## src/rtl/tii_pkg.sv

```systemverilog
package tii_pkg;

    // ----------------------------------------------------------------
    // timing
    // ----------------------------------------------------------------
    localparam int unsigned CLK_HZ     = 50_000_000;
    localparam int unsigned CYC_PER_MS = CLK_HZ / 1000;
    localparam int unsigned RACE_US    = 300;
    localparam int unsigned RACE_CYC   = (CLK_HZ / 1_000_000) * RACE_US;
    localparam int unsigned RESP_US    = 2500;
    localparam int unsigned RESP_CYC   = (CLK_HZ / 1_000_000) * RESP_US;

    // ----------------------------------------------------------------
    // widths, offsets, reset values, status fields
    // ----------------------------------------------------------------
    localparam int unsigned DB_W      = 7;
    localparam int unsigned CNT_W     = 32;
    localparam logic [6:0]  DB_MAX_MS = 7'h64;
    localparam logic [6:0]  DB_RST    = 7'h0A;
    localparam logic        POL_RST   = 1'b1;
    localparam logic        BLKEN_RST = 1'b1;
    localparam logic [7:0]  OFS_POL   = 8'h00;
    localparam logic [7:0]  OFS_BLKEN = 8'h04;
    localparam logic [7:0]  OFS_DB    = 8'h08;
    localparam logic [7:0]  OFS_STAT  = 8'h20;
    localparam int unsigned ST_BLK    = 0;
    localparam int unsigned ST_SUP    = 1;
    localparam int unsigned ST_TX     = 2;
    localparam int unsigned ST_PA     = 3;
    localparam int unsigned ST_EMERG  = 4;

    typedef enum logic [2:0] {
        TII_IDLE,
        TII_RACE,
        TII_TX_TALK,
        TII_TX_OTHER,
        TII_TX_EMERG
    } tii_mode_t;

    typedef struct packed {
        logic             level;
        logic [CNT_W-1:0] cnt;
    } tii_db_state_t;

endpackage

```

## src/rtl/tii_line_if.sv

```systemverilog
`timescale 1ns/1ns
`default_nettype none
// ----------------------------------------------------------------
// one input line: raw pin, its setup, its filtered level
// ----------------------------------------------------------------
interface tii_line_if;
    logic                        raw;
    logic                        pol;
    logic [tii_pkg::DB_W-1:0]    db_ms;
    logic                        level;

    modport owner (output raw, output pol, output db_ms, input level);
    modport filt  (input raw, input pol, input db_ms, output level);
endinterface
`default_nettype wire

```

## src/rtl/tii_debounce.sv

```systemverilog
`timescale 1ns/1ns
`default_nettype none
// ----------------------------------------------------------------
// polarity correction and debounce of one line
// ----------------------------------------------------------------
module tii_debounce #(
    parameter int unsigned CYC_PER_MS = tii_pkg::CYC_PER_MS
) (
    // clock and reset
    input  wire logic sys_clk,
    input  wire logic reset,
    // the filtered line
    tii_line_if.filt  ln
);
    tii_pkg::tii_db_state_t       s_reg;
    tii_pkg::tii_db_state_t       s_next;
    logic                         corr;
    logic [tii_pkg::CNT_W-1:0]    limit;
    logic [tii_pkg::CNT_W-1:0]    cnt_inc;

    // level counts only after it held for the whole time
    always_comb
    begin
        corr    = ln.pol ? ln.raw : ~ln.raw;
        limit   = 32'(ln.db_ms) * 32'(CYC_PER_MS);
        cnt_inc = s_reg.cnt + 32'h0000_0001;
        s_next  = s_reg;
        if (corr == s_reg.level)
        begin
            s_next.cnt = '0;        // a glitch restarts the wait
        end
        else if (cnt_inc >= limit)
        begin
            s_next.level = corr;
            s_next.cnt   = '0;
        end
        else
        begin
            s_next.cnt = cnt_inc;
        end
    end

    // reset takes the present level, so a line live at power-up
    // never shows a fresh assertion and stays unarmed upstream
    always_ff @(posedge sys_clk)
    begin
        if (reset)
            s_reg <= '{level: corr, cnt: '0};
        else
            s_reg <= s_next;
    end

    assign ln.level = s_reg.level;
endmodule
`default_nettype wire

```

## src/rtl/tii_top.sv

```systemverilog
`timescale 1ns/1ns
`default_nettype none
// ----------------------------------------------------------------
// transmit inhibit inputs: talk block and radiated power suppress
// ----------------------------------------------------------------
module tii_top #(
    parameter int unsigned NSUP        = 2,
    parameter int unsigned NSRC        = 2,
    parameter int unsigned CYC_PER_MS  = tii_pkg::CYC_PER_MS,
    parameter int unsigned RACE_CYCLES = tii_pkg::RACE_CYC
) (
    // clock and reset
    input  wire logic            sys_clk,
    input  wire logic            reset,
    // register port
    input  wire logic [7:0]      reg_addr,
    input  wire logic [31:0]     reg_wdata,
    input  wire logic            reg_wr,
    input  wire logic            reg_rd,
    output logic [31:0]          reg_rdata,
    // inhibit lines from outside equipment
    input  wire logic            talk_request_block_input,
    input  wire logic [NSUP-1:0] radiated_power_suppress_input,
    // transmit requests inside the radio
    input  wire logic [NSRC-1:0] talk_src_req,
    input  wire logic            other_tx_req,
    input  wire logic            emerg_req,
    // transmitter control
    output logic                 tx_on,
    output logic                 pa_ramp_up,
    output logic                 alert_tone
);
    localparam int unsigned NL = NSUP + 1;
    localparam int unsigned SW = (NSRC > 1) ? $clog2(NSRC) : 1;

    typedef struct packed {
        tii_pkg::tii_mode_t                 mode;
        logic [NL-1:0]                      pol;
        logic [NSRC-1:0]                    blk_en;
        logic [NL-1:0][tii_pkg::DB_W-1:0]   db_ms;
        logic [NL-1:0]                      armed;
        logic                               inh_prev;
        logic [NSRC-1:0]                    src_prev;
        logic                               other_prev;
        logic [SW-1:0]                      src;
        logic [31:0]                        race_cnt;
        logic                               tx_on;
        logic                               pa;
        logic                               tone;
        logic [31:0]                        rdata;
    } tii_top_state_t;

    localparam tii_top_state_t RST_STATE = '{
        mode:       tii_pkg::TII_IDLE,
        pol:        {NL{tii_pkg::POL_RST}},
        blk_en:     {NSRC{tii_pkg::BLKEN_RST}},
        db_ms:      {NL{tii_pkg::DB_RST}},
        armed:      '0,
        inh_prev:   1'b0,
        src_prev:   '0,
        other_prev: 1'b0,
        src:        '0,
        race_cnt:   '0,
        tx_on:      1'b0,
        pa:         1'b0,
        tone:       1'b0,
        rdata:      '0
    };

    tii_top_state_t  s_reg;
    tii_top_state_t  s_next;
    logic [NL-1:0]   lvl;
    logic [NL-1:0]   eff;
    logic            blk_eff;
    logic            sup_any;
    logic            inh_any;
    logic            inh_rise;
    logic [NSRC-1:0] rise;
    logic            other_rise;
    logic [SW-1:0]   first_src;
    logic            in_tx_next;

    // ----------------------------------------------------------------
    // decoding helpers
    // ----------------------------------------------------------------
    // debounce register index for an address, NL when unmapped
    function automatic int unsigned db_index(input logic [7:0] a);
        int unsigned k;
        k = NL;
        for (int unsigned i = 0; i < NL; i++)
        begin
            if (a == tii_pkg::OFS_DB + 8'(4 * i))
                k = i;
        end
        return k;
    endfunction

    // lowest numbered source wins a simultaneous press
    function automatic logic [SW-1:0] lowest_set(input logic [NSRC-1:0] v);
        logic [SW-1:0] r;
        r = '0;
        for (int i = NSRC - 1; i >= 0; i--)
        begin
            if (v[i])
                r = SW'(i);
        end
        return r;
    endfunction

    // ----------------------------------------------------------------
    // input lines
    // ----------------------------------------------------------------
    tii_line_if ln [NL] ();

    // one filter per line, line 0 is the talk block
    generate
        for (genvar g = 0; g < NL; g++)
        begin : g_line
            if (g == 0)
            begin : g_blk
                assign ln[g].raw = talk_request_block_input;
            end
            else
            begin : g_sup
                assign ln[g].raw = radiated_power_suppress_input[g-1];
            end
            assign ln[g].pol   = s_reg.pol[g];
            assign ln[g].db_ms = s_reg.db_ms[g];
            assign lvl[g]      = ln[g].level;
            tii_debounce #(
                .CYC_PER_MS (CYC_PER_MS)
            ) u_db (
                .sys_clk (sys_clk),
                .reset   (reset),
                .ln      (ln[g])
            );
        end
    endgenerate

    // lines live at power-up stay ignored until released once
    assign eff        = lvl & s_reg.armed;
    assign blk_eff    = eff[0];
    assign sup_any    = |eff[NL-1:1];
    assign inh_any    = blk_eff | sup_any;
    assign inh_rise   = inh_any & ~s_reg.inh_prev;
    assign rise       = talk_src_req & ~s_reg.src_prev;
    assign other_rise = other_tx_req & ~s_reg.other_prev;
    assign first_src  = lowest_set(rise);

    // ----------------------------------------------------------------
    // next state
    // ----------------------------------------------------------------
    always_comb
    begin
        s_next            = s_reg;
        s_next.armed      = s_reg.armed | ~lvl;
        s_next.inh_prev   = inh_any;
        s_next.src_prev   = talk_src_req;
        s_next.other_prev = other_tx_req;
        s_next.tone       = 1'b0;
        s_next.rdata      = '0;

        // transmit sequencing; emergency has priority everywhere
        case (s_reg.mode)
            tii_pkg::TII_IDLE:
            begin
                if (emerg_req)
                    s_next.mode = tii_pkg::TII_TX_EMERG;
                else if (other_rise)
                    s_next.mode = tii_pkg::TII_TX_OTHER;
                else if (|rise)
                begin
                    if (blk_eff && s_reg.blk_en[first_src])
                        s_next.tone = 1'b1;
                    else
                    begin
                        s_next.mode     = tii_pkg::TII_RACE;
                        s_next.src      = first_src;
                        s_next.race_cnt = '0;
                    end
                end
            end
            tii_pkg::TII_RACE:
            begin
                // transmit held back so a late inhibit still wins
                if (emerg_req)
                    s_next.mode = tii_pkg::TII_TX_EMERG;
                else if (inh_rise || !talk_src_req[s_reg.src])
                    s_next.mode = tii_pkg::TII_IDLE;
                else if (s_reg.race_cnt == 32'(RACE_CYCLES - 1))
                    s_next.mode = tii_pkg::TII_TX_TALK;
                else
                    s_next.race_cnt = s_reg.race_cnt + 32'h0000_0001;
            end
            tii_pkg::TII_TX_TALK:
            begin
                if (emerg_req)
                    s_next.mode = tii_pkg::TII_TX_EMERG;
                else if (blk_eff && s_reg.blk_en[s_reg.src])
                    s_next.mode = tii_pkg::TII_IDLE;
                else if (!talk_src_req[s_reg.src])
                    s_next.mode = tii_pkg::TII_IDLE;
            end
            tii_pkg::TII_TX_OTHER:
            begin
                if (emerg_req)
                    s_next.mode = tii_pkg::TII_TX_EMERG;
                else if (!other_tx_req)
                    s_next.mode = tii_pkg::TII_IDLE;
            end
            tii_pkg::TII_TX_EMERG:
            begin
                // back to idle: a held block refuses the next press
                if (!emerg_req)
                    s_next.mode = tii_pkg::TII_IDLE;
            end
            default:
            begin
                s_next.mode = tii_pkg::TII_IDLE;
            end
        endcase

        // suppress touches only the amplifier here; its rise in the race window cancels talk keying unless block or another suppress is already active
        in_tx_next   = (s_next.mode == tii_pkg::TII_TX_TALK)
                     || (s_next.mode == tii_pkg::TII_TX_OTHER)
                     || (s_next.mode == tii_pkg::TII_TX_EMERG);
        s_next.tx_on = in_tx_next;
        // one cycle from filtered level to amplifier, far inside budget
        s_next.pa    = in_tx_next
                     && ((s_next.mode == tii_pkg::TII_TX_EMERG)
                     || !sup_any);

        // register writes; debounce clamps to the longest allowed time
        if (reg_wr)
        begin
            if (reg_addr == tii_pkg::OFS_POL)
                s_next.pol = reg_wdata[NL-1:0];
            else if (reg_addr == tii_pkg::OFS_BLKEN)
                s_next.blk_en = reg_wdata[NSRC-1:0];
            else if (db_index(reg_addr) < NL)
            begin
                if (reg_wdata[31:0] > 32'(tii_pkg::DB_MAX_MS))
                    s_next.db_ms[db_index(reg_addr)] = tii_pkg::DB_MAX_MS;
                else
                    s_next.db_ms[db_index(reg_addr)] = reg_wdata[6:0];
            end
        end

        // register reads, unmapped addresses read zero
        if (reg_rd)
        begin
            if (reg_addr == tii_pkg::OFS_POL)
                s_next.rdata[NL-1:0] = s_reg.pol;
            else if (reg_addr == tii_pkg::OFS_BLKEN)
                s_next.rdata[NSRC-1:0] = s_reg.blk_en;
            else if (db_index(reg_addr) < NL)
                s_next.rdata[6:0] = s_reg.db_ms[db_index(reg_addr)];
            else if (reg_addr == tii_pkg::OFS_STAT)
            begin
                s_next.rdata[tii_pkg::ST_BLK]   = blk_eff;
                s_next.rdata[tii_pkg::ST_SUP]   = sup_any;
                s_next.rdata[tii_pkg::ST_TX]    = s_reg.tx_on;
                s_next.rdata[tii_pkg::ST_PA]    = s_reg.pa;
                s_next.rdata[tii_pkg::ST_EMERG] =
                    (s_reg.mode == tii_pkg::TII_TX_EMERG);
            end
        end
    end

    // ----------------------------------------------------------------
    // state register
    // ----------------------------------------------------------------
    always_ff @(posedge sys_clk)
    begin
        if (reset)
            s_reg <= RST_STATE;
        else
            s_reg <= s_next;
    end

    // outputs straight from the state register
    assign reg_rdata  = s_reg.rdata;
    assign tx_on      = s_reg.tx_on;
    assign pa_ramp_up = s_reg.pa;
    assign alert_tone = s_reg.tone;
endmodule
`default_nettype wire

```

## config.mk

```make
export PLATFORM = sky130hd
export DESIGN_NAME = tii_top
export DESIGN_NICKNAME = d
export VERILOG_FILES = /design/src/rtl/tii_pkg.sv /design/src/rtl/tii_line_if.sv /design/src/rtl/tii_debounce.sv /design/src/rtl/tii_top.sv
export SDC_FILE = /design/constraint.sdc
export NUM_CORES = 1
export LEC_CHECK = 0
export BUFFER_PORTS_ARGS = -buffer_cell sky130_fd_sc_hd__buf_2
export CAP_MARGIN = 5
export CORE_MARGIN = 2
export CORE_UTILIZATION = 30
export DETAILED_ROUTE_END_ITERATION = 8
export GPL_TIMING_DRIVEN = 0
export PLACE_DENSITY = 0.53
export SETUP_SLACK_MARGIN = 0.2
export SYNTH_ARGS = -nofsm -noshare
export SYNTH_HDL_FRONTEND = slang
export SYNTH_SLANG_ARGS = --single-unit
export TNS_END_PERCENT = 100
```

## constraint.sdc

```tcl
create_clock -name sys_clk -period 6.2 [get_ports sys_clk]
set_input_delay 0.93 -clock sys_clk [delete_from_list [all_inputs] [get_ports sys_clk]]
set_output_delay 0.93 -clock sys_clk [all_outputs]
set_load 0.01 [all_outputs]
```

Word level (Yosys, flattened, before mapping)
Index checks and enable logic that the tools add are counted.
{ "op_classes": {"eq_ne": 26, "addsub": 4, "n_bitwise": 25, "reduce_logical": 34, "multipliers": 3, "n_lt_le_gt_ge": 13, "mux": 84} }
{ "ops": {"columns": ["cell", "n"], "rows": [
  ["$mux W32", 33],
  ["$add A32 B1 Y32 const B", 4],
  ["$mux W33", 3],
  ["$ge A32 B23 Y1", 3],
  ["$lt A32 B3 Y1 const B", 3],
  ["$ge A32 B1 Y1 const B", 2],
  ["$lt A32 B2 Y1 const B", 2],
  ["$pmux W32 S2", 1],
  ["$mul A7 B12 Y19 const B", 3],
  ["$mux W3", 14],
  ["$eq A32 B14 Y1 const B", 1],
  ["$gt A32 B7 Y1 const B", 1],
  ["$demux W7 S2", 2],
  ["$bwmux W21", 1],
  ["$mux W21", 1],
  ["$mux W7", 3],
  ["$ne A2 B2 Y1 const B", 10],
  ["$mux W1", 18],
  ["$eq A8 B4 Y1 const B", 2],
  ["$mux W5", 3],
  ["$pmux W3 S5", 1],
  ["$bmux W7 S2", 1],
  ["$not A1 Y1", 14],
  ["$and A12 B12 Y12", 1],
  ["33 further kinds", 62]
]} }
{ "word_totals": {"in_bits": 51, "out_inout_bits": 35, "reg_bits": 203, "wordCells": 214} }

Depth between registers and ports, before layout
Gate-level depths: netlist (run 1).
{ "logic_depth": {"ltp_word": 19, "mapped_depth": 26} }

By module
A second synthesis (run 1) with hierarchy kept.
{ "unflattened": {"hier_cells": 1569, "area_unflattened_um2": 14138.6} }
{ "by_module_without_submodules": {"columns": ["mod", "instances", "area_per_inst_um2", "cells_each"], "rows": [
  ["tii_top", 1, 4302.9, 513],
  ["tii_debounce (g_line[1].u_db)", 1, 3311.9, 356],
  ["tii_debounce (g_line[2].u_db)", 1, 3278.1, 353],
  ["tii_debounce (g_line[0].u_db)", 1, 3245.6, 347]
]} }

Least setup slack after synthesis (run 1)
No wires, ideal clock.
{ "synth_path": {"kind": "reg-to-reg", "start": "register s_reg (netlist bit ln[2].db_ms[3])", "end": "register g_line[2].u_db.s_reg (netlist bit g_line[2].u_db.ln.level) (enable)", "setup_ps": 298, "required_time_ps": 5902, "t_arrival_ps": 4966, "stages_incl_launch_ff": 22, "setup_slack_ps": 936, "cell_sequence": "dfxtp_1 ha_1 ha_1 ha_1 inv_1 fa_1 inv_1 ha_1 nand4_1 a21oi_1 a311oi_1 o41ai_1 nand3_1 o21bai_1 a21oi_1 xor2_1 ha_1 nand4_1 nor3_1 or4b_2 and2b_1 nor2_1"} }
{ "synth_between": {"elab_chain_cells": 4} }
{ "synth_lines": {"columns": ["element", "line", "source"], "rows": [
  ["start: declaration", "tii_top.sv:70", "tii_top_state_t s_reg;"],
  ["start signal: assignment", "tii_top.sv:278", "s_reg <= s_next;"],
  ["$mul A7 B12 Y19", "tii_debounce.sv:25", "limit = 32'(ln.db_ms) * 32'(CYC_PER_MS);"],
  ["$ge A32 B23 Y1", "tii_debounce.sv:32", "else if (cnt_inc >= limit)"],
  ["$reduce_bool A2 Y1 (no source line)", null, null],
  ["$reduce_and A2 Y1 (no source line)", null, null],
  ["end signal: assignment", "tii_debounce.sv:48", "s_reg <= '{level: corr, cnt: '0};"],
  ["end signal: assignment", "tii_debounce.sv:50", "s_reg <= s_next;"],
  ["end: declaration", "tii_debounce.sv:15", "tii_pkg::tii_db_state_t s_reg;"]
]} }
No other way between the ends.
A chain may end at the register's enable or synchronous reset.

Final worst setup path (run 1)
{ "layout_path": {"start": "register s_reg (netlist bit ln[2].db_ms[1])", "end": "register g_line[2].u_db.s_reg (netlist bit g_line[2].u_db.ln.level) (enable)"} }
The elaborated chain is that of the path after synthesis.

==> qor.json, run 1 <==
{
  "grt.overflow.total": {"value": 0},
  "floorplan.initialDensity": {"value": 30.5, "unit": "%"},
  "drc": {"value": 0},
  "cts_made_buffers": {"value": 17},
  "wl_per_cell": {"value": 13.9, "unit": "um"},
  "cp.required": {"value": 6.37, "unit": "ns"},
  "cp-end-kind": {"value": "flip-flop"},
  "post-route-worst-setup-slack": {"value": 0.467, "unit": "ns"},
  "clock_tree_from_tritoncts": {"value": "built"},
  "totalPowerFinal": {"value": 2.43, "unit": "mW"},
  "outcome": {"value": "finished clean"},
  "preCtsSetupSlack": {"value": -0.0684, "unit": "ns"},
  "placementRows": {"value": 76},
  "critical_path.slowest_cell": {"value": "or4b_2"},
  "clock_path_buffers": {"value": 2},
  "finClkSkew": {"value": 0.0114, "unit": "ns"},
  "grt_start_max_net_pins": {"value": 19},
  "dieHeight": {"value": 214, "unit": "um"},
  "synth_edf_count": {"value": 3},
  "total_wirelength": {"value": 30.8, "unit": "mm"},
  "syn-instance-count": {"value": 1484},
  "slew_viol_final": {"value": 0},
  "crit_chain": {"value": "ha_1, ha_1, ha_1, inv_1, fa_1, inv_1, ha_1, a21o_1, a21oi_2, o21ai_0, nand3_1, a31oi_1, a21o_1, a21oi_1, xor2_1, ha_1, and4_1, nand3_1, nor3_2, or4b_2, and2b_1, nor2_1"},
  "holdPathStages": {"value": 2},
  "core_area": {"value": 43300, "unit": "um2"},
  "timing.critical_path.from_type": {"value": "flip-flop"},
  "chipWidth": {"value": 214, "unit": "um"},
  "routed-via-count": {"value": 10500},
  "worst_setup_hold_path_clk_slew": {"value": 0.08, "unit": "ns"},
  "groute.layer.met1.usage": {"value": 18.3, "unit": "%"},
  "routability_cong": {"value": 0.795},
  "firstDrtPassIters": {"value": 7},
  "synthDominantAreaCellType": {"value": "dfxtp_1"},
  "synth_largest_type_area_fraction": {"value": 26.6, "unit": "%"},
  "floorplan.die_area": {"value": 45700, "unit": "um2"},
  "io-pin-count": {"value": 86},
  "finalHoldViolations": {"value": 0},
  "grt_use_met2": {"value": 24.0, "unit": "%"},
  "postSynthRegisterBits": {"value": 178},
  "placed_cells": {"value": 2177},
  "syn_to_final_growth": {"value": 14.3, "unit": "%"},
  "sequential_share_of_the_synthesized_area": {"value": 27.2, "unit": "%"},
  "final-instance-count-excl-fill": {"value": 2212},
  "synth.distinct_cells": {"value": 73},
  "final.min_clock_period": {"value": 5.73, "unit": "ns"},
  "grt_most_used_layer": {"value": "met2"},
  "track_usage": {"value": 14.1, "unit": "%"},
  "antenna_found_initial": {"value": 4},
  "worst-slew-pin-transition": {"value": 0.911, "unit": "ns"},
  "cell_type_with_the_highest_occurrence_count_on_the_critical_path": {"value": "ha_1"},
  "ys_warns": {"value": 0},
  "drive_gt1_share": {"value": 11.3, "unit": "%"},
  "library_cell_used_as_clock_root_buffer": {"value": "clkbuf_16"},
  "post_synthesis_cell_area": {"value": 13200, "unit": "um2"},
  "maxCapViolations": {"value": 0},
  "worst-endpoint-arrival": {"value": 5.90, "unit": "ns"},
  "ys_dominant_reg_cell": {"value": "dfxtp_1"},
  "synthTopCellsByArea": {"value": "dfxtp_1, ha_1, xnor2_1, xor2_1, nor2_1"},
  "groute.layer.met3.usage": {"value": 2.20, "unit": "%"},
  "finalSetupViolations": {"value": 0},
  "cts_max_level": {"value": 4},
  "worstSetupPathType": {"value": "reg2reg"},
  "grt_pass1_wl": {"value": 51.2, "unit": "mm"},
  "critical_path.max_fanout": {"value": 6},
  "peak_ir_drop_on_the_vdd_network": {"value": 0.000208, "unit": "V"},
  "nets": {"value": 1898},
  "synth.avg_cell_area": {"value": 8.89, "unit": "um2"},
  "dp_hpwl": {"value": 24.6, "unit": "mm"},
  "cts.sinks": {"value": 178},
  "grt_setup_unrepaired": {"value": "false"},
  "drt.antenna.violating_nets": {"value": 0},
  "holdBufCountCts": {"value": 0},
  "p_leak": {"value": 6.79, "unit": "nW"},
  "timing.reg2reg.worst_path_depth": {"value": 22},
  "post_route_fraction_of_the_period_consumed_by_the_critical_path": {"value": 92.5, "unit": "%"},
  "via_count_of_the_first_global_routing_pass": {"value": 10400},
  "fmax": {"value": 174, "unit": "MHz"},
  "initialDrtViolationCount": {"value": 422},
  "max-slew-margin-rel": {"value": 38.8, "unit": "%"},
  "synthArstFlopShare": {"value": 0, "unit": "%"},
  "clkLatencyLatePin": {"value": 0.45, "unit": "ns"},
  "p_per_area": {"value": 161, "unit": "nW/um2"},
  "slowest_delay": {"value": 0.66, "unit": "ns"},
  "avg_vias_per_cell": {"value": 4.73},
  "worstHoldPathType": {"value": "reg2reg"},
  "place.port_buffers": {"value": 57},
  "tns": {"value": 0, "unit": "ns"},
  "largest_register_ff_count": {"value": 96}
}
kinds of logic after synthesis:
family,synth area share (%)
XOR/XNOR,9.50
multiplexers,1.19
buffers and inverters,4.75
AO/OA/AOI/OAI,11.3
flip-flops,27.2
other,0.0284
adder cells (fa/ha/maj),23.3
AND/OR/NAND/NOR,22.7
critical path, delay by kind of cell (launching register included):
kind	cells	cell delay, ns
fa+ha+maj	6	2.14
xor+xnor	1	0.16
buf+inv	2	0.09
compound gates	6	1.00
simple gates	7	1.68
flops	1	0.38
routing by layer:
metal	vias to the layer above	part of all wire [%]	wire, um
met1	4840	49	15100
li1	5492	-	-
met5	-	0	0
met3	26	2.6	813
met2	107	47	14400
met4	0	1.5	454
path summary, 6_finish.rpt:
| kind | startpoint | to | slack, ns |
|---|---|---|---|
| max | ln[2].db_ms[1] | g_line[2].u_db.ln.level | 0.47 |
| min | s_reg[74] | s_reg[74] | 0.45 |
| max reg2reg | ln[2].db_ms[1] | g_line[2].u_db.ln.level | 0.47 |
| min reg2reg | s_reg[74] | s_reg[74] | 0.45 |
repair_timing:
action / CTS / global route
setup endpoints to repair: 41 / 67
setup buffers: 0 / 1
endpoints found under the hold margin: 0 / 0
resized for setup: 5 / 20
pin swaps: 0 / 2
cell type report:
cell class / count / area (um2)
antenna: 2 / 5.00
fill: 4495 / 28200
multi-input combinational: 1227 / 9230
tap: 585 / 732
inverter: 68 / 255
sequential: 178 / 3600
timing repair buffer: 58 / 293
clock buffer: 19 / 453
buffer: 62 / 377
clock inverter: 13 / 138
cell usage in the layout (no fill, tap or decap), drive strengths merged, types with 47 or more instances in the layout:
master  netlist  final
a21oi        73     73
buf          36     95
conb          1     52
dfxtp       175    175
ha          217    217
inv          68     75
nand2        86     86
nand3        54     54
nor2        109    109
nor2b        64     64
nor3         47     47
xnor2        78     78
xor2         65     65
cells in the mapped netlist, types with 4 or more instances:
| library cell | number |
|---|---|
| mux2_2 | 5 |
| nand3b_1 | 4 |
| fa_1 | 18 |
| a21o_1 | 30 |
| a22oi_1 | 4 |
| inv_1 | 68 |
| a31oi_1 | 13 |
| o21a_1 | 5 |
| o31ai_1 | 4 |
| nor4b_1 | 4 |
| nor2_1 | 106 |
| or2_2 | 9 |
| ha_1 | 217 |
| a211oi_1 | 11 |
| and2_1 | 17 |
| o21bai_1 | 6 |
| a311oi_1 | 4 |
| nand3_1 | 54 |
| dfxtp_1 | 175 |
| xnor2_1 | 78 |
| o21ai_0 | 41 |
| nor2b_2 | 17 |
| nand2b_1 | 13 |
| nor3_1 | 47 |
| nand2_1 | 86 |
| xor2_1 | 65 |
| nand4_1 | 37 |
| or3_1 | 23 |
| nor2b_1 | 47 |
| o211ai_1 | 8 |
| a21oi_1 | 73 |
| and3_1 | 32 |
| and4_1 | 14 |
| clkbuf_1 | 26 |
| nor4_1 | 18 |
| o31a_1 | 4 |
| mux2i_1 | 10 |
| buf_4 | 33 |
per-stage QoR:
stage / hold WS [ns] / area [um2] / utilization (%)
4_1_cts: 0.454 / 15000 / 34.7
3_5_place_dp: 0.441 / 14400 / 33.3
3_3_place_gp: 0.436 / 14400 / 33.3
5_1_grt: 0.467 / 15100 / 34.8
2_1_floorplan: 0.426 / 13400 / -
6_report: 0.453 / 15100 / 34.8
power breakdown:
group / switching [mW] / internal (mW)
clock: 0.550 / 0.559
sequential: 0.0175 / 1.16
combinational: 0.0780 / 0.0591
total: 0.645 / 1.78
(Power assumes the default switching activity.)
==> run 2: changes to the inputs <==
ABC_AREA = 1   (was default)
RECOVER_POWER = 50   (was default)
==> run 2 against run 1 <==
Against the previous run:
- maximum frequency is 10% higher
- non-clock buffer count is 6 lower
- sequential share of layout area is 2.7 points lower
- sequential power hardly changed
- wire length is 23% higher
- sequential cell count stayed put
==> qor.json, run 2 <==
{
  "synth.distinct_cells": {"value": 51, "change": "was 73"},
  "crit_chain": {"value": "ha_1, ha_1, ha_1, inv_1, fa_1, inv_1, ha_1, nand3_1, nand3_1, a21oi_1, o21ai_0, a21boi_0, o21ai_0, xor2_1, ha_1, inv_1, nor3_1, a211oi_1, nand2_1, nand2_1, nand3_1, nand2_1, nand2_1", "change": "was ha_1, ha_1, ha_1, inv_1, fa_1, inv_1, ha_1, a21o_1, a21oi_2, o21ai_0, nand3_1, a31oi_1, a21o_1, a21oi_1, xor2_1, ha_1, and4_1, nand3_1, nor3_2, or4b_2, and2b_1, nor2_1"},
  "firstDrtPassIters": {"value": 5, "change": "was 7"},
  "worstSetupPathType": {"value": "reg2reg", "change": "unchanged"},
  "drc": {"value": 0, "change": "unchanged"},
  "timing.reg2reg.worst_path_depth": {"value": 23, "change": "was 22"},
  "outcome": {"value": "finished clean", "change": "unchanged"},
  "synth_edf_count": {"value": 3, "change": "unchanged"},
  "peak_ir_drop_on_the_vdd_network": {"value": 0.000238, "unit": "V", "change": "was 0.000208 V"},
  "sequential_share_of_the_synthesized_area": {"value": 23.8, "unit": "%", "change": "was 27.2%"},
  "routed-via-count": {"value": 13200, "change": "was 10500"},
  "cell_type_with_the_highest_occurrence_count_on_the_critical_path": {"value": "ha_1", "change": "unchanged"},
  "layout.filler_cells": {"value": 5475, "change": "was 4495"},
  "power_switching_share": {"value": 27.1, "unit": "%", "change": "was 26.6%"},
  "timing.critical_path.from_type": {"value": "flip-flop", "change": "unchanged"},
  "synth_xor_area_share": {"value": 7.96, "unit": "%", "change": "was 9.50%"},
  "final_common_cell": {"value": "nand2_1", "change": "was ha_1"},
  "cts_made_buffers": {"value": 17, "change": "unchanged"},
  "p_leak": {"value": 7.97, "unit": "nW", "change": "was 6.79 nW"},
  "cts.sinks": {"value": 178, "change": "unchanged"},
  "holdPathStages": {"value": 2, "change": "unchanged"},
  "library_cell_used_as_clock_root_buffer": {"value": "clkbuf_16", "change": "unchanged"},
  "most_common_library_cells_after_synthesis": {"value": "nand2_1, inv_1, nor2_1", "change": "was ha_1, dfxtp_1, nor2_1"},
  "maxCapViolations": {"value": 0, "change": "unchanged"},
  "p_per_area": {"value": 145, "unit": "nW/um2", "change": "was 161 nW/um2"},
  "core_area": {"value": 49900, "unit": "um2", "change": "was 43300 um2"},
  "holdBufCountCts": {"value": 0, "change": "unchanged"},
  "placementRows": {"value": 82, "change": "was 76"},
  "synthTopCellsByArea": {"value": "dfxtp_1, ha_1, nand2_1, inv_1, nor2_1", "change": "was dfxtp_1, ha_1, xnor2_1, xor2_1, nor2_1"},
  "finalHoldViolations": {"value": 0, "change": "unchanged"},
  "postSynthRegisterBits": {"value": 178, "change": "unchanged"},
  "io-pin-count": {"value": 86, "change": "unchanged"},
  "place.port_buffers": {"value": 59, "change": "was 57"},
  "synth_compound_area_share": {"value": 8.23, "unit": "%", "change": "was 11.3%"},
  "seq_power_share": {"value": 48.1, "unit": "%", "change": "was 48.7%"},
  "reg2reg_to": {"value": "g_line[0].u_db.ln.level", "change": "was g_line[2].u_db.ln.level"},
  "yosys-mux-area-fraction": {"value": 0, "unit": "%", "change": "was 1.19%"},
  "post_route_fraction_of_the_period_consumed_by_the_critical_path": {"value": 83.9, "unit": "%", "change": "was 92.5%"},
  "drt.antenna.violating_nets": {"value": 0, "change": "unchanged"},
  "cp.required": {"value": 6.42, "unit": "ns", "change": "was 6.37 ns"},
  "wl_per_cell": {"value": 12.8, "unit": "um", "change": "was 13.9 um"},
  "total_wirelength": {"value": 37.8, "unit": "mm", "change": "was 30.8 mm"},
  "combPwrFrac": {"value": 7.3, "unit": "%", "change": "was 5.6%"},
  "finClkSkew": {"value": 0.0146, "unit": "ns", "change": "was 0.0114 ns"},
  "worst-endpoint-arrival": {"value": 5.42, "unit": "ns", "change": "was 5.90 ns"},
  "cts_max_level": {"value": 4, "change": "unchanged"},
  "clock_path_buffers": {"value": 2, "change": "unchanged"},
  "ys_dominant_reg_cell": {"value": "dfxtp_1", "change": "unchanged"},
  "cp-end-kind": {"value": "flip-flop", "change": "unchanged"},
  "critical_path.max_fanout": {"value": 6, "change": "unchanged"},
  "tns": {"value": 0, "unit": "ns", "change": "unchanged"},
  "finalSetupViolations": {"value": 0, "change": "unchanged"},
  "mostFrequentLayoutCells": {"value": "nand2_1, inv_1, nor2_1, ha_1, dfxtp_1", "change": "was ha_1, dfxtp_1, nor2_1, nand2_1, xnor2_1"},
  "synth_fa_ha_area_share": {"value": 20.4, "unit": "%", "change": "was 23.3%"},
  "largest_register_ff_count": {"value": 96, "change": "unchanged"},
  "avg_vias_per_cell": {"value": 4.48, "change": "was 4.73"},
  "cell_internal_pwr": {"value": 1.79, "unit": "mW", "change": "was 1.78 mW"},
  "clock_tree_from_tritoncts": {"value": "built", "change": "unchanged"},
  "post_synthesis_cell_area": {"value": 15100, "unit": "um2", "change": "was 13200 um2"},
  "worstHoldPathType": {"value": "reg2reg", "change": "unchanged"},
  "track_usage": {"value": 15.0, "unit": "%", "change": "was 14.1%"},
  "cts_post_setup_buffers_inserted": {"value": 0, "change": "unchanged"},
  "capture_endpoint_of_the_worst_hold_path": {"value": "s_reg[73]", "change": "was s_reg[74]"},
  "synth_top_family_by_area": {"value": "simple AND/OR/NAND/NOR gates", "change": "was adder cells"},
  "holdCritStartpoint": {"value": "s_reg[73]", "change": "was s_reg[74]"},
  "antenna_found_initial": {"value": 0, "change": "was 4"},
  "switchingPower": {"value": 0.668, "unit": "mW", "change": "was 0.645 mW"},
  "slew_viol_final": {"value": 0, "change": "unchanged"},
  "dp_hpwl": {"value": 31.6, "unit": "mm", "change": "was 24.6 mm"},
  "floorplan.die_area": {"value": 52100, "unit": "um2", "change": "was 45700 um2"},
  "launch_instance_of_the_worst_register_to_register_path": {"value": "ln[0].db_ms[1]", "change": "was ln[2].db_ms[1]"},
  "drive_gt1_share": {"value": 7.68, "unit": "%", "change": "was 11.3%"},
  "grt_pass1_wl": {"value": 63.4, "unit": "mm", "change": "was 51.2 mm"},
  "slowest_delay": {"value": 0.55, "unit": "ns", "change": "was 0.66 ns"},
  "yosysMostFrequentCell": {"value": "nand2_1", "change": "was ha_1"},
  "via_count_of_the_first_global_routing_pass": {"value": 13100, "change": "was 10400"},
  "critical_path.slowest_cell": {"value": "dfxtp_1", "change": "was or4b_2"},
  "synthDominantAreaCellType": {"value": "dfxtp_1", "change": "unchanged"},
  "syn-instance-count": {"value": 2138, "change": "was 1484"},
  "r2r_setup_slack": {"value": 1.00, "unit": "ns", "change": "was 0.47 ns"},
  "synth.avg_cell_area": {"value": 7.05, "unit": "um2", "change": "was 8.89 um2"},
  "final.min_clock_period": {"value": 5.20, "unit": "ns", "change": "was 5.73 ns"},
  "grt.overflow.total": {"value": 0, "change": "unchanged"},
  "nets": {"value": 2553, "change": "was 1898"},
  "dieHeight": {"value": 228, "unit": "um", "change": "was 214 um"},
  "routability_cong": {"value": 0.886, "change": "was 0.795"},
  "floorplan.initialDensity": {"value": 30.2, "unit": "%", "change": "was 30.5%"},
  "max-slew-margin-rel": {"value": 34.2, "unit": "%", "change": "was 38.8%"},
  "clkLatencyLatePin": {"value": 0.49, "unit": "ns", "change": "was 0.45 ns"},
  "initialDrtViolationCount": {"value": 580, "change": "was 422"},
  "chipWidth": {"value": 228, "unit": "um", "change": "was 214 um"},
  "share_clk_of_total_power": {"value": 44.6, "unit": "%", "change": "was 45.7%"},
  "antennaDiodeCount": {"value": 0, "change": "was 2"},
  "syn_to_final_growth": {"value": 12.4, "unit": "%", "change": "was 14.3%"},
  "cts_repair_resize_count": {"value": 0, "change": "was 5"},
  "ys_warns": {"value": 0, "change": "unchanged"},
  "worst_setup_hold_path_clk_slew": {"value": 0.07, "unit": "ns", "change": "was 0.08 ns"},
  "totalPowerFinal": {"value": 2.46, "unit": "mW", "change": "was 2.43 mW"},
  "synth_largest_type_area_fraction": {"value": 23.2, "unit": "%", "change": "was 26.6%"},
  "synthArstFlopShare": {"value": 0, "unit": "%", "change": "unchanged"},
  "post_synth_and_or_nand_nor_area_fraction": {"value": 29.2, "unit": "%", "change": "was 22.7%"},
  "fmax": {"value": 192, "unit": "MHz", "change": "was 174 MHz"},
  "grt_start_max_net_pins": {"value": 18, "change": "was 19"},
  "worst-slew-pin-transition": {"value": 0.980, "unit": "ns", "change": "was 0.911 ns"},
  "grt_setup_unrepaired": {"value": "false", "change": "unchanged"}
}
-- run 2: changes by cell type in the layout (fill, tap and decap cells not counted), moves of 17 or more --
cell	change
nor2_2	+20
a21o_1	-20
inv_1	+244
nor2b_1	-47
nor2b_2	-17
and3_1	-29
or3_1	-23
nand2_1	+383
and2_1	-17
nor2_1	+176
xor2_1	+37
a21oi_1	+46
xnor2_1	-43
-- run 2: cells by family after synthesis --
| family | count (synthesis) |
|---|---|
| flops | 178 |
| fa+ha+maj | 235 |
| buf+inv | 369 |
| other cells | 1 |
| compound gates | 221 |
| simple gates | 997 |
| xor+xnor | 137 |
-- run 2: power by group through the flow --
stage	logic [mW]	clock network [mW]	registers, mW
floorplan	0.122	0	1.20
global placement	0.181	0	1.21
detailed placement	0.182	0	1.21
CTS	0.184	1.14	1.18
global route	0.206	1.18	1.19
finish	0.180	1.10	1.18
-- run 2: worst max-delay path by stage --
stage | startpoint | to | slack, ns
2_1_floorplan | ln[2].db_ms[4] | g_line[2].u_db.s_reg[13] | 1.85
3_3_place_gp | ln[0].db_ms[1] | g_line[0].u_db.ln.level | 1.02
3_5_place_dp | ln[0].db_ms[1] | g_line[0].u_db.ln.level | 0.96
4_1_cts | ln[0].db_ms[1] | g_line[0].u_db.ln.level | 0.92
5_1_grt | ln[0].db_ms[1] | g_line[0].u_db.ln.level | 0.58
6_report | ln[0].db_ms[1] | g_line[0].u_db.ln.level | 1.00
-- run 2: layout make-up --
cell class | count | area, um2 | area share, %
multi-input cells | 1642 | 10100 | 59.7
flip-flops and latches | 178 | 3590 | 21.2
inverters | 314 | 1180 | 6.96
well taps | 672 | 841 | 4.96
clock buffers | 18 | 429 | 2.53
plain buffers | 55 | 372 | 2.19
repair buffers | 59 | 278 | 1.64
clock inverters | 14 | 140 | 0.827
-- run 2: critical path: cells and delay by family, from the launching register on --
kind            cells  cell delay (ns)
fa+ha+maj           6             2.03
compound gates      5             1.10
simple gates        8             0.93
flops               1             0.55
xor+xnor            1             0.17
buf+inv             3             0.16
-- run 2: per-stage QoR --
step	area [um2]	utilization [%]	hold slack, ns	instances	worst slack (ns)
after floorplan	15300	-	0.426	2189	1.85
after global placement	16400	32.9	0.433	2920	1.02
after detailed placement	16400	32.9	0.441	2920	0.960
after CTS	17000	34.0	0.451	2952	0.918
after global routing	16900	34.0	0.471	2952	0.577
final	16900	34.0	0.448	2952	1.00
-- run 2: metal layers --
| metal | track usage (%) | up-vias | share of wire, % |
|---|---|---|---|
| li1 | - | 7044 | - |
| met1 | 18.9 | 5979 | 48 |
| met2 | 26.0 | 157 | 47 |
| met3 | 2.53 | 41 | 2.7 |
| met4 | 4.74 | 0 | 1.7 |
| met5 | 0 | - | 0 |
